--- config.mk ---
export PLATFORM = sky130hd
export DESIGN_NAME = bwe_host
export DESIGN_NICKNAME = d
export VERILOG_FILES = /design/src/verilog/bwe_pkg.sv /design/src/verilog/bwe_host.sv
export SDC_FILE = /design/constraint.sdc
export NUM_CORES = 1
export LEC_CHECK = 0
export ABC_AREA = 1
export BUFFER_PORTS_ARGS = -buffer_cell sky130_fd_sc_hd__buf_2
export CAP_MARGIN = 20
export CORE_MARGIN = 8
export CORE_UTILIZATION = 50
export DETAILED_ROUTE_END_ITERATION = 8
export GPL_ROUTABILITY_DRIVEN = 0
export PLACE_DENSITY = 0.82
export SLEW_MARGIN = 20
export SYNTH_ARGS = -nofsm -noshare
export SYNTH_HDL_FRONTEND = slang
export SYNTH_SLANG_ARGS = --single-unit
--- constraint.sdc ---
create_clock -name i_clk -period 3 [get_ports i_clk]
set_input_delay 0.15 -clock i_clk [delete_from_list [all_inputs] [get_ports i_clk]]
set_output_delay 0.15 -clock i_clk [all_outputs]
set_load 0.02 [all_outputs]
--- src/verilog/bwe_pkg.sv ---
// What this block does
// 8192 bytes, 13 address, 8 data lines
// Read: chip enable, output enable low, strobe high
// Release data lines whenever output enable low
// Write pulse on strobe, output enable held high
// Address set before pulse, data held past rise
// Bus released once write pulse ends
// Device erases then programs by itself
// Write cycle ends within 1ms or 200us
// Ready/busy low while device writes
// Without ready pin, detect end by polling
// Bit 7 reads inverted while busy
// True byte returned once write finished
// Wait for write end before next access; on a watchdog timeout the host goes idle regardless
// No write with enable high or output low
// Wait 5ms after power before writing
// Chip clear: 12V output enable, 10ms strobe
// Address bit nine at 12V selects identification bytes
// Deselect holds device in standby
// Device ignores write pulses while busy
package bwe_pkg;
  localparam int ADDR_W = 13;
  localparam int DATA_W = 8;
  localparam int CLK_MHZ = 50;

  // Times in their own units, counts derived at the clock rate
  localparam int T_AS_NS = 10;
  localparam int T_WP_NS = 100;
  localparam int T_DH_NS = 10;
  localparam int T_DB_NS = 50;
  localparam int T_ACC_NS = 150;
  localparam int T_CLR_SH_US = 1;
  localparam int T_CLR_MS = 10;
  localparam int T_PWRUP_MS = 5;
  localparam int T_WC_STD_US = 1000;
  localparam int T_WC_FAST_US = 200;

  localparam int AS_CYC = (T_AS_NS * CLK_MHZ + 999) / 1000;
  localparam int WP_CYC = (T_WP_NS * CLK_MHZ + 999) / 1000;
  localparam int DH_CYC = (T_DH_NS * CLK_MHZ + 999) / 1000;
  localparam int DB_CYC = (T_DB_NS * CLK_MHZ + 999) / 1000;
  localparam int ACC_CYC = (T_ACC_NS * CLK_MHZ + 999) / 1000;
  localparam int CLR_SH_CYC = T_CLR_SH_US * CLK_MHZ;
  localparam int CLR_CYC = T_CLR_MS * 1000 * CLK_MHZ;
  localparam int PWRUP_CYC = T_PWRUP_MS * 1000 * CLK_MHZ;
  localparam int WC_STD_CYC = T_WC_STD_US * CLK_MHZ;
  localparam int WC_FAST_CYC = T_WC_FAST_US * CLK_MHZ;

  typedef logic [18:0] bwe_cnt_t;

  typedef enum logic [1:0] {OP_READ, OP_WRITE, OP_CLEAR} bwe_op_e;

  typedef struct packed {
    bwe_op_e               op;
    logic                  id_area;
    logic [ADDR_W-1:0]     addr;
    logic [DATA_W-1:0]     wdata;
  } bwe_cmd_s;

  typedef struct packed {
    logic                  ce_n;
    logic                  oe_n;
    logic                  we_n;
    logic                  oe_hv;
    logic                  a9_hv;
    logic                  data_oe;
    logic [ADDR_W-1:0]     addr;
    logic [DATA_W-1:0]     data;
  } bwe_pins_s;

  localparam bwe_pins_s PINS_IDLE = '{ce_n: 1'h1, oe_n: 1'h1, we_n: 1'h1, oe_hv: 1'h0,
                                      a9_hv: 1'h0, data_oe: 1'h0, addr: 13'h0000,
                                      data: 8'h00};
endpackage : bwe_pkg

--- src/verilog/bwe_host.sv ---
`timescale 1ns/1ns
`default_nettype none
module bwe_host #(
  parameter int unsigned PWRUP_CYC = bwe_pkg::PWRUP_CYC,
  parameter int unsigned CLR_CYC   = bwe_pkg::CLR_CYC,
  parameter int unsigned WC_CYC    = bwe_pkg::WC_STD_CYC,
  parameter bit          HAS_RDY   = 1'b1
) (
  input  wire logic              i_clk,      // 50 MHz clock
  input  wire logic              i_resetn,   // Async reset, active low
  input  wire logic              i_req,      // Command request, taken when ready
  input  wire bwe_pkg::bwe_cmd_s i_cmd,      // Operation, address, write byte
  output logic                   o_ready,    // Idle, next request accepted
  output logic                   o_done,     // One-cycle completion pulse
  output logic                   o_timeout,  // With done: write never finished
  output logic [7:0]             o_rdata,    // Byte read or polled
  output bwe_pkg::bwe_pins_s     o_pins,     // Memory control, address, data out
  input  wire logic [7:0]        i_data,     // Data lines as seen on the pins
  input  wire logic              i_rdy_busy  // Ready/busy line, low while busy
);
  // Sequencer states, one per phase of a pin-level access
  typedef enum {ST_PWRUP, ST_IDLE, ST_SETUP, ST_PULSE, ST_HOLD, ST_TDB, ST_WAIT,
                ST_POLL, ST_READ, ST_FINISH} bwe_state_e;

  // Sequencer, interval counter and write watchdog
  bwe_state_e         state;
  bwe_state_e         next_state;
  bwe_pkg::bwe_cnt_t  cnt;
  bwe_pkg::bwe_cnt_t  next_cnt;
  bwe_pkg::bwe_cnt_t  wc;
  bwe_pkg::bwe_cmd_s  cmd;
  bwe_pkg::bwe_cmd_s  cur;

  // Decoded command and one-cycle strobes
  logic               is_clear;
  logic               next_tmo;
  logic               next_cap;

  // Command in force: the request itself on the accepting edge
  assign cur = (state == ST_IDLE) ? i_cmd : cmd;
  assign is_clear = (cur.op == bwe_pkg::OP_CLEAR);

  // Sequencer; one command at a time, so no access overlaps a busy device unless a write timed out
  always_comb begin
    next_state = state;
    next_cnt = (cnt != '0) ? cnt - 1'b1 : cnt;
    next_tmo = 1'b0;
    next_cap = 1'b0;
    unique case (state)
      // Supply lockout: the part takes no write until this runs out
      ST_PWRUP: begin
        if (cnt == '0) next_state = ST_IDLE;
      end

      // Reads go straight to the access; writes and clears start with setup
      ST_IDLE: begin
        if (i_req && i_cmd.op == bwe_pkg::OP_READ) begin
          next_state = ST_READ;
          next_cnt = bwe_pkg::bwe_cnt_t'(bwe_pkg::ACC_CYC - 1);
        end else if (i_req && is_clear) begin
          next_state = ST_SETUP;
          next_cnt = bwe_pkg::bwe_cnt_t'(bwe_pkg::CLR_SH_CYC - 1);
        end else if (i_req) begin
          next_state = ST_SETUP;
          next_cnt = bwe_pkg::bwe_cnt_t'(bwe_pkg::AS_CYC - 1);
        end
      end

      // Address settles before the strobe falls; clear waits for the high voltage
      ST_SETUP: begin
        if (cnt == '0 && is_clear) begin
          next_state = ST_PULSE;
          next_cnt = bwe_pkg::bwe_cnt_t'(CLR_CYC - 1);
        end else if (cnt == '0) begin
          next_state = ST_PULSE;
          next_cnt = bwe_pkg::bwe_cnt_t'(bwe_pkg::WP_CYC - 1);
        end
      end

      // Strobe low; a short pulse risks a write the part never saw
      ST_PULSE: begin
        if (cnt == '0 && is_clear) begin
          next_state = ST_HOLD;
          next_cnt = bwe_pkg::bwe_cnt_t'(bwe_pkg::CLR_SH_CYC - 1);
        end else if (cnt == '0) begin
          next_state = ST_HOLD;
          next_cnt = bwe_pkg::bwe_cnt_t'(bwe_pkg::DH_CYC - 1);
        end
      end

      // Data still driven past the rising strobe; clear has no busy phase to watch
      ST_HOLD: begin
        if (cnt == '0 && is_clear) begin
          next_state = ST_FINISH;
        end else if (cnt == '0) begin
          next_state = ST_TDB;
          next_cnt = bwe_pkg::bwe_cnt_t'(bwe_pkg::DB_CYC - 1);
        end
      end

      // Busy flag may lag the pulse; do not look before it is valid
      ST_TDB: begin
        if (cnt == '0) begin
          next_state = HAS_RDY ? ST_WAIT : ST_POLL;
          next_cnt = bwe_pkg::bwe_cnt_t'(bwe_pkg::ACC_CYC - 1);
        end
      end

      // Ready line watched every cycle; the watchdog covers a part that never ends
      ST_WAIT: begin
        if (i_rdy_busy) begin
          next_state = ST_FINISH;
        end else if (wc == '0) begin
          next_state = ST_FINISH;
          next_tmo = 1'b1;
        end
      end

      // Bit 7 reads inverted until the write is done; resample once per access time
      ST_POLL: begin
        if (cnt == '0 && i_data[7] == cmd.wdata[7]) begin
          next_state = ST_FINISH;
          next_cap = 1'b1;
        end else if (cnt == '0 && wc == '0) begin
          next_state = ST_FINISH;
          next_tmo = 1'b1;
        end else if (cnt == '0) begin
          next_cnt = bwe_pkg::bwe_cnt_t'(bwe_pkg::ACC_CYC - 1);
        end
      end

      // Access held for the full access time before the byte is taken
      ST_READ: begin
        if (cnt == '0) begin
          next_state = ST_FINISH;
          next_cap = 1'b1;
        end
      end

      // One cycle of done; the pins are already idle
      ST_FINISH: begin
        next_state = ST_IDLE;
      end
    endcase
  end

  // State and interval counter
  always_ff @(posedge i_clk or negedge i_resetn) begin
    if (!i_resetn) begin
      state <= ST_PWRUP;
      cnt <= bwe_pkg::bwe_cnt_t'(PWRUP_CYC - 1);
    end else begin
      state <= next_state;
      cnt <= next_cnt;
    end
  end

  // Write cycle watchdog, armed as the pulse ends
  always_ff @(posedge i_clk or negedge i_resetn) begin
    if (!i_resetn) begin
      wc <= '0;
    end else if (state == ST_HOLD) begin
      // Reloaded on every write; the count must cover the slowest part option
      wc <= bwe_pkg::bwe_cnt_t'(WC_CYC - 1);
    end else if (wc != '0) begin
      wc <= wc - 1'b1;
    end
  end

  // Command copy, so the user may change inputs once accepted
  always_ff @(posedge i_clk or negedge i_resetn) begin
    if (!i_resetn) begin
      cmd <= '0;
    end else if (state == ST_IDLE && i_req) begin
      cmd <= i_cmd;
    end
  end

  // Pins follow the next state, so each comes from a flip-flop
  always_ff @(posedge i_clk or negedge i_resetn) begin
    if (!i_resetn) begin
      o_pins <= bwe_pkg::PINS_IDLE;
    end else begin
      o_pins <= bwe_pkg::PINS_IDLE;
      if (next_state inside {ST_SETUP, ST_PULSE, ST_HOLD}) begin
        // Write or clear: output enable stays high so the part listens
        o_pins.ce_n <= 1'b0;
        o_pins.addr <= cur.addr;
        o_pins.a9_hv <= cur.id_area;
        o_pins.oe_hv <= is_clear;
        o_pins.data_oe <= !is_clear;
        o_pins.data <= cur.wdata;
        o_pins.we_n <= (next_state != ST_PULSE);
      end else if (next_state inside {ST_READ, ST_POLL}) begin
        // Read or poll: data lines left to the part
        o_pins.ce_n <= 1'b0;
        o_pins.oe_n <= 1'b0;
        o_pins.addr <= cur.addr;
        o_pins.a9_hv <= cur.id_area;
      end
    end
  end

  // User side status and read data
  always_ff @(posedge i_clk or negedge i_resetn) begin
    if (!i_resetn) begin
      o_ready <= 1'b0;
      o_done <= 1'b0;
      o_timeout <= 1'b0;
      o_rdata <= 8'h00;
    end else begin
      o_ready <= (next_state == ST_IDLE);
      o_done <= (next_state == ST_FINISH);
      o_timeout <= next_tmo;
      // Timeout leaves the last good byte in place
      if (next_cap) begin
        o_rdata <= i_data;
      end
    end
  end
endmodule : bwe_host
`default_nettype wire

**After elaboration in Yosys (flattened, before gate mapping)**

Index checks and enable logic that the tools add are counted.

- Flip-flop bits (word level): 132
- Input bits: 36
- Output and inout bits: 38
- Logic and storage cells: 110

- Add/sub/neg operators: 2
- Eq/ne operators: 21
- Mux-type cells: 52
- Reductions and logical operators: 16

Operators by type and width:

| cell | number |
|---|---|
| two-way mux 32 bit | 16 |
| one-hot mux 32 bit (10 select lines) | 1 |
| two-way mux 19 bit | 15 |
| == test 32 x 2 -> 1 bit, second input constant | 6 |
| == test 32 x 3 -> 1 bit, second input constant | 6 |
| == test 32 x 4 -> 1 bit, second input constant | 4 |
| one-hot mux 19 bit (6 select lines) | 1 |
| zero test 19 bit | 2 |
| nonzero test 19 bit | 2 |
| subtractor 19 x 1 -> 19 bit, second input constant | 2 |
| == test 32 x 1 -> 1 bit, second input constant | 1 |
| == test 32 x 5 -> 1 bit, second input constant | 1 |
| zero test 32 bit | 1 |
| inequality test 32 x 3 -> 1 bit, second input constant | 1 |
| two-way mux 13 bit | 2 |
| two-way mux 24 bit | 1 |
| two-way mux 1 bit | 11 |
| two-way mux 8 bit | 1 |
| logical AND 1 bit | 6 |
| two-way mux 2 bit | 2 |
| one-hot mux 1 bit (2 select lines) | 2 |
| nonzero test 2 bit | 2 |
| nonzero test 3 bit | 1 |
| == test 2 bit, second input constant | 1 |
| other kinds (3) | 3 |

**Logic depth before layout (Yosys ltp)**

- Depth in word-level cells: 11
- Depth in mapped cells: 21
- Mapped depth without buffers: 20

**Worst setup path before layout**

No wires, ideal clock.

- Path kind: reg-to-reg
- From: register cnt[0]
- To: register o_pins[21] (netlist name)
- Library setup time: 69 ps
- Data arrival time: 2423 ps
- Data required time: 2931 ps
- Slack: 508 ps
- Cell stages (with the launch flop): 15
- Buffers on the path: 3
- Clock period less this slack: 2492 ps
- Cells stage by stage: dfstp_2 -> inv_1 -> ha_1 -> nand2_1 -> nor2_4 -> nand3_4 -> buf_6 -> buf_6 -> nand2_1 -> nand4_2 -> nor4_4 -> nand3b_2 -> buf_6 -> and2_4 -> nor2_2

- Cells in the longest elaborated chain, start to end: 8
- Elaborated cells on any way between the ends: 21
- Those cells by class: 3 x eq/ne; 13 x mux; 5 x reduce/logical

Ends and longest elaborated chain:

| what | line | source |
|---|---|---|
| start: declaration | bwe_host.sv:28 | `bwe_pkg::bwe_cnt_t cnt;` |
| start signal: assignment | bwe_host.sv:151 | `cnt <= bwe_pkg::bwe_cnt_t'(PWRUP_CYC - 1);` |
| start signal: assignment | bwe_host.sv:154 | `cnt <= next_cnt;` |
| zero test 19 bit (*) | -- |  |
| logical AND 1 bit | bwe_host.sv:124 | `end else if (cnt == '0 && wc == '0) begin` |
| two-way mux 32 bit | bwe_host.sv:124 |  |
| two-way mux 32 bit | bwe_host.sv:121 | `if (cnt == '0 && i_data[7] == cmd.wdata[7]) begin` |
| one-hot mux 32 bit (10 select lines) (*) | bwe_host.sv:49 | `unique case (state)` |
| == test 32 x 2 -> 1 bit / == test 32 x 3 -> 1 bit (equally long branches) | bwe_host.sv:185 | `if (next_state inside {ST_SETUP, ST_PULSE, ST_HOLD}) begin` |
| nonzero test 3 bit (*) | bwe_host.sv:185 |  |
| two-way mux 1 bit (*) | bwe_host.sv:185 |  |
| end signal: assignment | bwe_host.sv:182 | `o_pins <= bwe_pkg::PINS_IDLE;` |
| end signal: assignment | bwe_host.sv:184 | `o_pins <= bwe_pkg::PINS_IDLE;` |
| end: declaration | bwe_host.sv:17 | `output bwe_pkg::bwe_pins_s o_pins,` |

Mark *: on every way between the ends. The rest lies on a longest branch, timed or not.
A chain may end at the register's enable or synchronous reset.

**Worst setup path after layout**

- From: register cnt[0]
- To: register o_pins[4] (netlist name)

- Cells in the longest elaborated chain, start to end: 8
- Elaborated cells on any way between the ends: 21
- Those cells by class: 3 x eq/ne; 13 x mux; 5 x reduce/logical

Ends and longest elaborated chain:

| what | line | source |
|---|---|---|
| zero test 19 bit (*) | -- |  |
| logical AND 1 bit | bwe_host.sv:124 |  |
| two-way mux 32 bit | bwe_host.sv:124 |  |
| two-way mux 32 bit | bwe_host.sv:121 |  |
| one-hot mux 32 bit (10 select lines) (*) | bwe_host.sv:49 |  |
| net next_state[3] | bwe_host.sv:27 | `bwe_state_e next_state;` |
| == test 32 x 2 -> 1 bit / == test 32 x 3 -> 1 bit (equally long branches) | bwe_host.sv:185 |  |
| nonzero test 3 bit (*) | bwe_host.sv:185 |  |
| two-way mux 8 bit (*) | bwe_host.sv:185 |  |

Mark *: on every way through the listed nets, which the timed path passes. The rest lies on a longest branch.

==> qor.txt <==
Crit Path Category: flip-flop to flip-flop
root buf cell: clkbuf_16
Most used DFF post-synth: dfrtp_1
# diodes: 0
final global-route overflow total: 0
Max-slew headroom: 50.90%
CP Buf/Inv Count: 3
largest net degree at the start of global routing: 81
Fmax: 348.3 MHz
Fillers: 1104
ys async rst share: 100.0%
routed vias: 6488
global-route wire length before repair: 28.85 mm
Tot GR Track Use: 19.83%
ranking of synthesized cells by area: dfrtp_1 43%, nand2_1 12%, nor2_1 6.1%, inv_1 5.9%, dfstp_2 4.9%
Post-Layout Inst Area: 0.008593 mm²
crit share post-route: 95.71%
Clk Latency, worst-skew pair: 0.43 ns
DP HPWL: 11.82 mm
number of flops mapped to enable cells by yosys: 0
IO Port Bufs: 73
most frequent CP cell: nand2_1
Tmin final: 2.871 ns
sequential fraction of the synthesis area: 47.92%
Max Cap Violations: 0
Clock Skew: 0.01386 ns
area of the die: 0.01788 mm²
DRT iter0 DRCs: 543
Starting Density: 50.49%
Final Hold Fails: 0
Syn Nets: 915
Clock Path Buffers: 2
CP Launch Type: flip-flop
Syn Area/Cell: 7.916 µm²
final setup fails: 0
Layout area overhead: 24.06%
total CTS buffers: 17
WP data required: 3.31 ns
worst hold path type: input port to flip-flop
status: finished clean
worst endpoint data arrival time: 3.18 ns
Final Slew Violations: 0
P_leak: 4.714 nW
Seq cells post-synth: 132
worst path cell trace: inv_1 -> ha_1 -> nand2_2 -> nor2_4 -> buf_4 -> nand2_2 -> nor2_4 -> nand2_1 -> nand2_1 -> nand2_1 -> nand2_1 -> nor2_2 -> nand4_1 -> nor2_4 -> nand3b_4 -> buf_4 -> a22oi_1
clk sink count: 132
Worst setup EP type: flip-flop
ANT nets after route: 0
CTS tree: yes
Cells after Synth: 875
vias in the first global route: 6102
largest area contributor in the netlist: dfrtp_1
Pre-Repair DR Iteration Count: 8
final wirelength: 18.63 mm
worst vdd ir: 0.0004512 V
CP peak stage delay: 0.55 ns
Synthesis Warnings: 0
Top delay family on crit path: simple AND/OR/NAND/NOR gates
I/O pin count: 74
Clock Pin Slew Worst Setup and Hold Paths: 0.06 ns
synthesized area: 0.006927 mm²
WHS: 0.01037 ns
FP Rows: 43
top cell type's share of synthesized area: 42.99%
Core ar.: 0.01372 mm²
routed len/inst: 15.53 µm
vias per cell: 5.407
Final nets: 1047
Crit Path Max Fanout: 10
drt drc: 0
worst-path cell with the longest stage delay: dfstp_2
H-tree lvl count: 4
Die X: 133.7 µm
Die Y: 133.7 µm
Synth cell types: 51
initial antenna violation count: 1
Post-DP Area: 0.007535 mm²
layout cells sized above 1: 22.25%
P per Cell Area: 508.0 mW/mm²
Worst Tran Pin Value: 0.7364 ns
## layout by cell type (no fill, tap or decap), drive strengths merged, types with 2 or more instances in the layout
| master | count |
|---|---|
| clkinvlp | 2 |
| nand3b | 10 |
| xor2 | 10 |
| xnor2 | 2 |
| or2 | 3 |
| nand3 | 35 |
| o211ai | 6 |
| nand4 | 19 |
| inv | 125 |
| clkinv | 6 |
| dfrtp | 119 |
| mux2 | 9 |
| buf | 103 |
| o21a | 2 |
| and3 | 4 |
| bufinv | 3 |
| o31ai | 2 |
| clkbuf | 18 |
| nor2 | 126 |
| o21ai | 58 |
| dlygate4sd3 | 22 |
| nor4 | 5 |
| ha | 4 |
| nor3 | 24 |
| a21oi | 29 |
| dfstp | 13 |
| a22oi | 8 |
| nand2 | 242 |
| a31oi | 3 |
## metal layers
layer  global-route usage [%]  part of all wire (%)
met5                        0                 0.091
met3                    5.196                   6.9
met2                    33.29                    50
met4                    7.236                   2.3
met1                    24.00                    40
## cell type report
class / count / area [µm²] / share of cell area (%)
Inverter: 122 / 457.9 / 5.329
Clock buffer: 18 / 429.2 / 4.994
Multi-Input combinational cell: 609 / 3141 / 36.55
Tap cell: 180 / 225.2 / 2.621
Timing Repair Buffer: 125 / 845.8 / 9.843
Sequential cell: 132 / 3319 / 38.63
Clock inverter: 14 / 175.2 / 2.038
## logic make-up after synthesis
family,after synthesis,synth area share (%)
compound gates,114,9.230
flops,132,47.92
buf+inv,140,8.472
xor+xnor,12,1.517
simple gates,464,30.67
mux,9,1.463
fa+ha+maj,4,0.7226
## registers in the layout (all words and copies together), names as in the netlist
name and count:
state 32, o_pins 27, cmd 24, cnt 19, wc 19, o_rdata 8
o_done 1, o_ready 1, o_timeout 1
## worst paths after layout
check | startpoint | end | slack (ns) | cells past startpoint
worst max-delay path | cnt[0] | o_pins[4] | 0.13 | 17
worst min-delay path | i_cmd[17] | cmd[17] | 0.01 | 3
worst max register to register | cnt[0] | o_pins[4] | 0.13 | 17
worst min register to register | cmd[2] | cmd[2] | 0.47 | 2
max in group asynchronous | i_resetn | o_pins[26] | 1.85 | 3
min in group asynchronous | i_resetn | state[4] | 0.36 | 2
## what timing repair did
item,CTS,global route
resized for setup,0,15
gates cloned,0,6
pin swaps,1,10
hold buffers,22,0
endpoints found under the setup margin,1,25
buffers inserted,0,14
endpoints found under the hold margin,93,0
## metrics by stage
step / setup WS [ns] / setup TNS, ns / utilization, % / std cells / total power, mW
floorplan: 0.5078 / 0 / - / 875 / 2.104
global placement: 0.1241 / 0 / 54.92 / 1127 / 2.212
detailed placement: 0.03598 / 0 / 54.92 / 1127 / 2.220
CTS: 0.03131 / 0 / 60.93 / 1181 / 4.381
global route: -0.05326 / -0.1804 / 62.64 / 1200 / 4.520
finish: 0.1288 / 0 / 62.64 / 1200 / 4.366
## where the power goes
part / leakage, nW / internal (mW) / switching (mW)
combinational: 2.69 / 0.123 / 0.161
sequential: 1.73 / 1.86 / 0.0735
clock: 0.293 / 1.32 / 0.827
total: 4.71 / 3.30 / 1.06
## synthesized netlist by cell type, types with 2 or more instances
cell type / instances
inv_1: 108
nor3_1: 22
or2_2: 2
a22oi_1: 8
nand3_4: 2
a31oi_1: 3
nand4_1: 17
buf_6: 6
nand4_2: 2
xor2_1: 10
o21a_1: 2
nand2_1: 226
nor3_2: 2
and3_1: 3
nor2_1: 113
o211ai_1: 6
nor2_4: 6
nand3b_1: 9
nand2_2: 14
clkbuf_1: 9
a21oi_1: 29
o31ai_1: 2
xnor2_1: 2
nor2_2: 7
ha_1: 4
nor4_1: 4
inv_2: 13
o21ai_0: 57
dfrtp_1: 119
nand3_2: 3
nand3_1: 25
dfstp_2: 13
mux2_2: 9
## worst min-delay path: cells and delay by family
kind	cells	cell delay, ns
AO/OA/AOI/OAI	1	0.08
buffers and inverters	2	0.15
(Power assumes the default switching activity.)
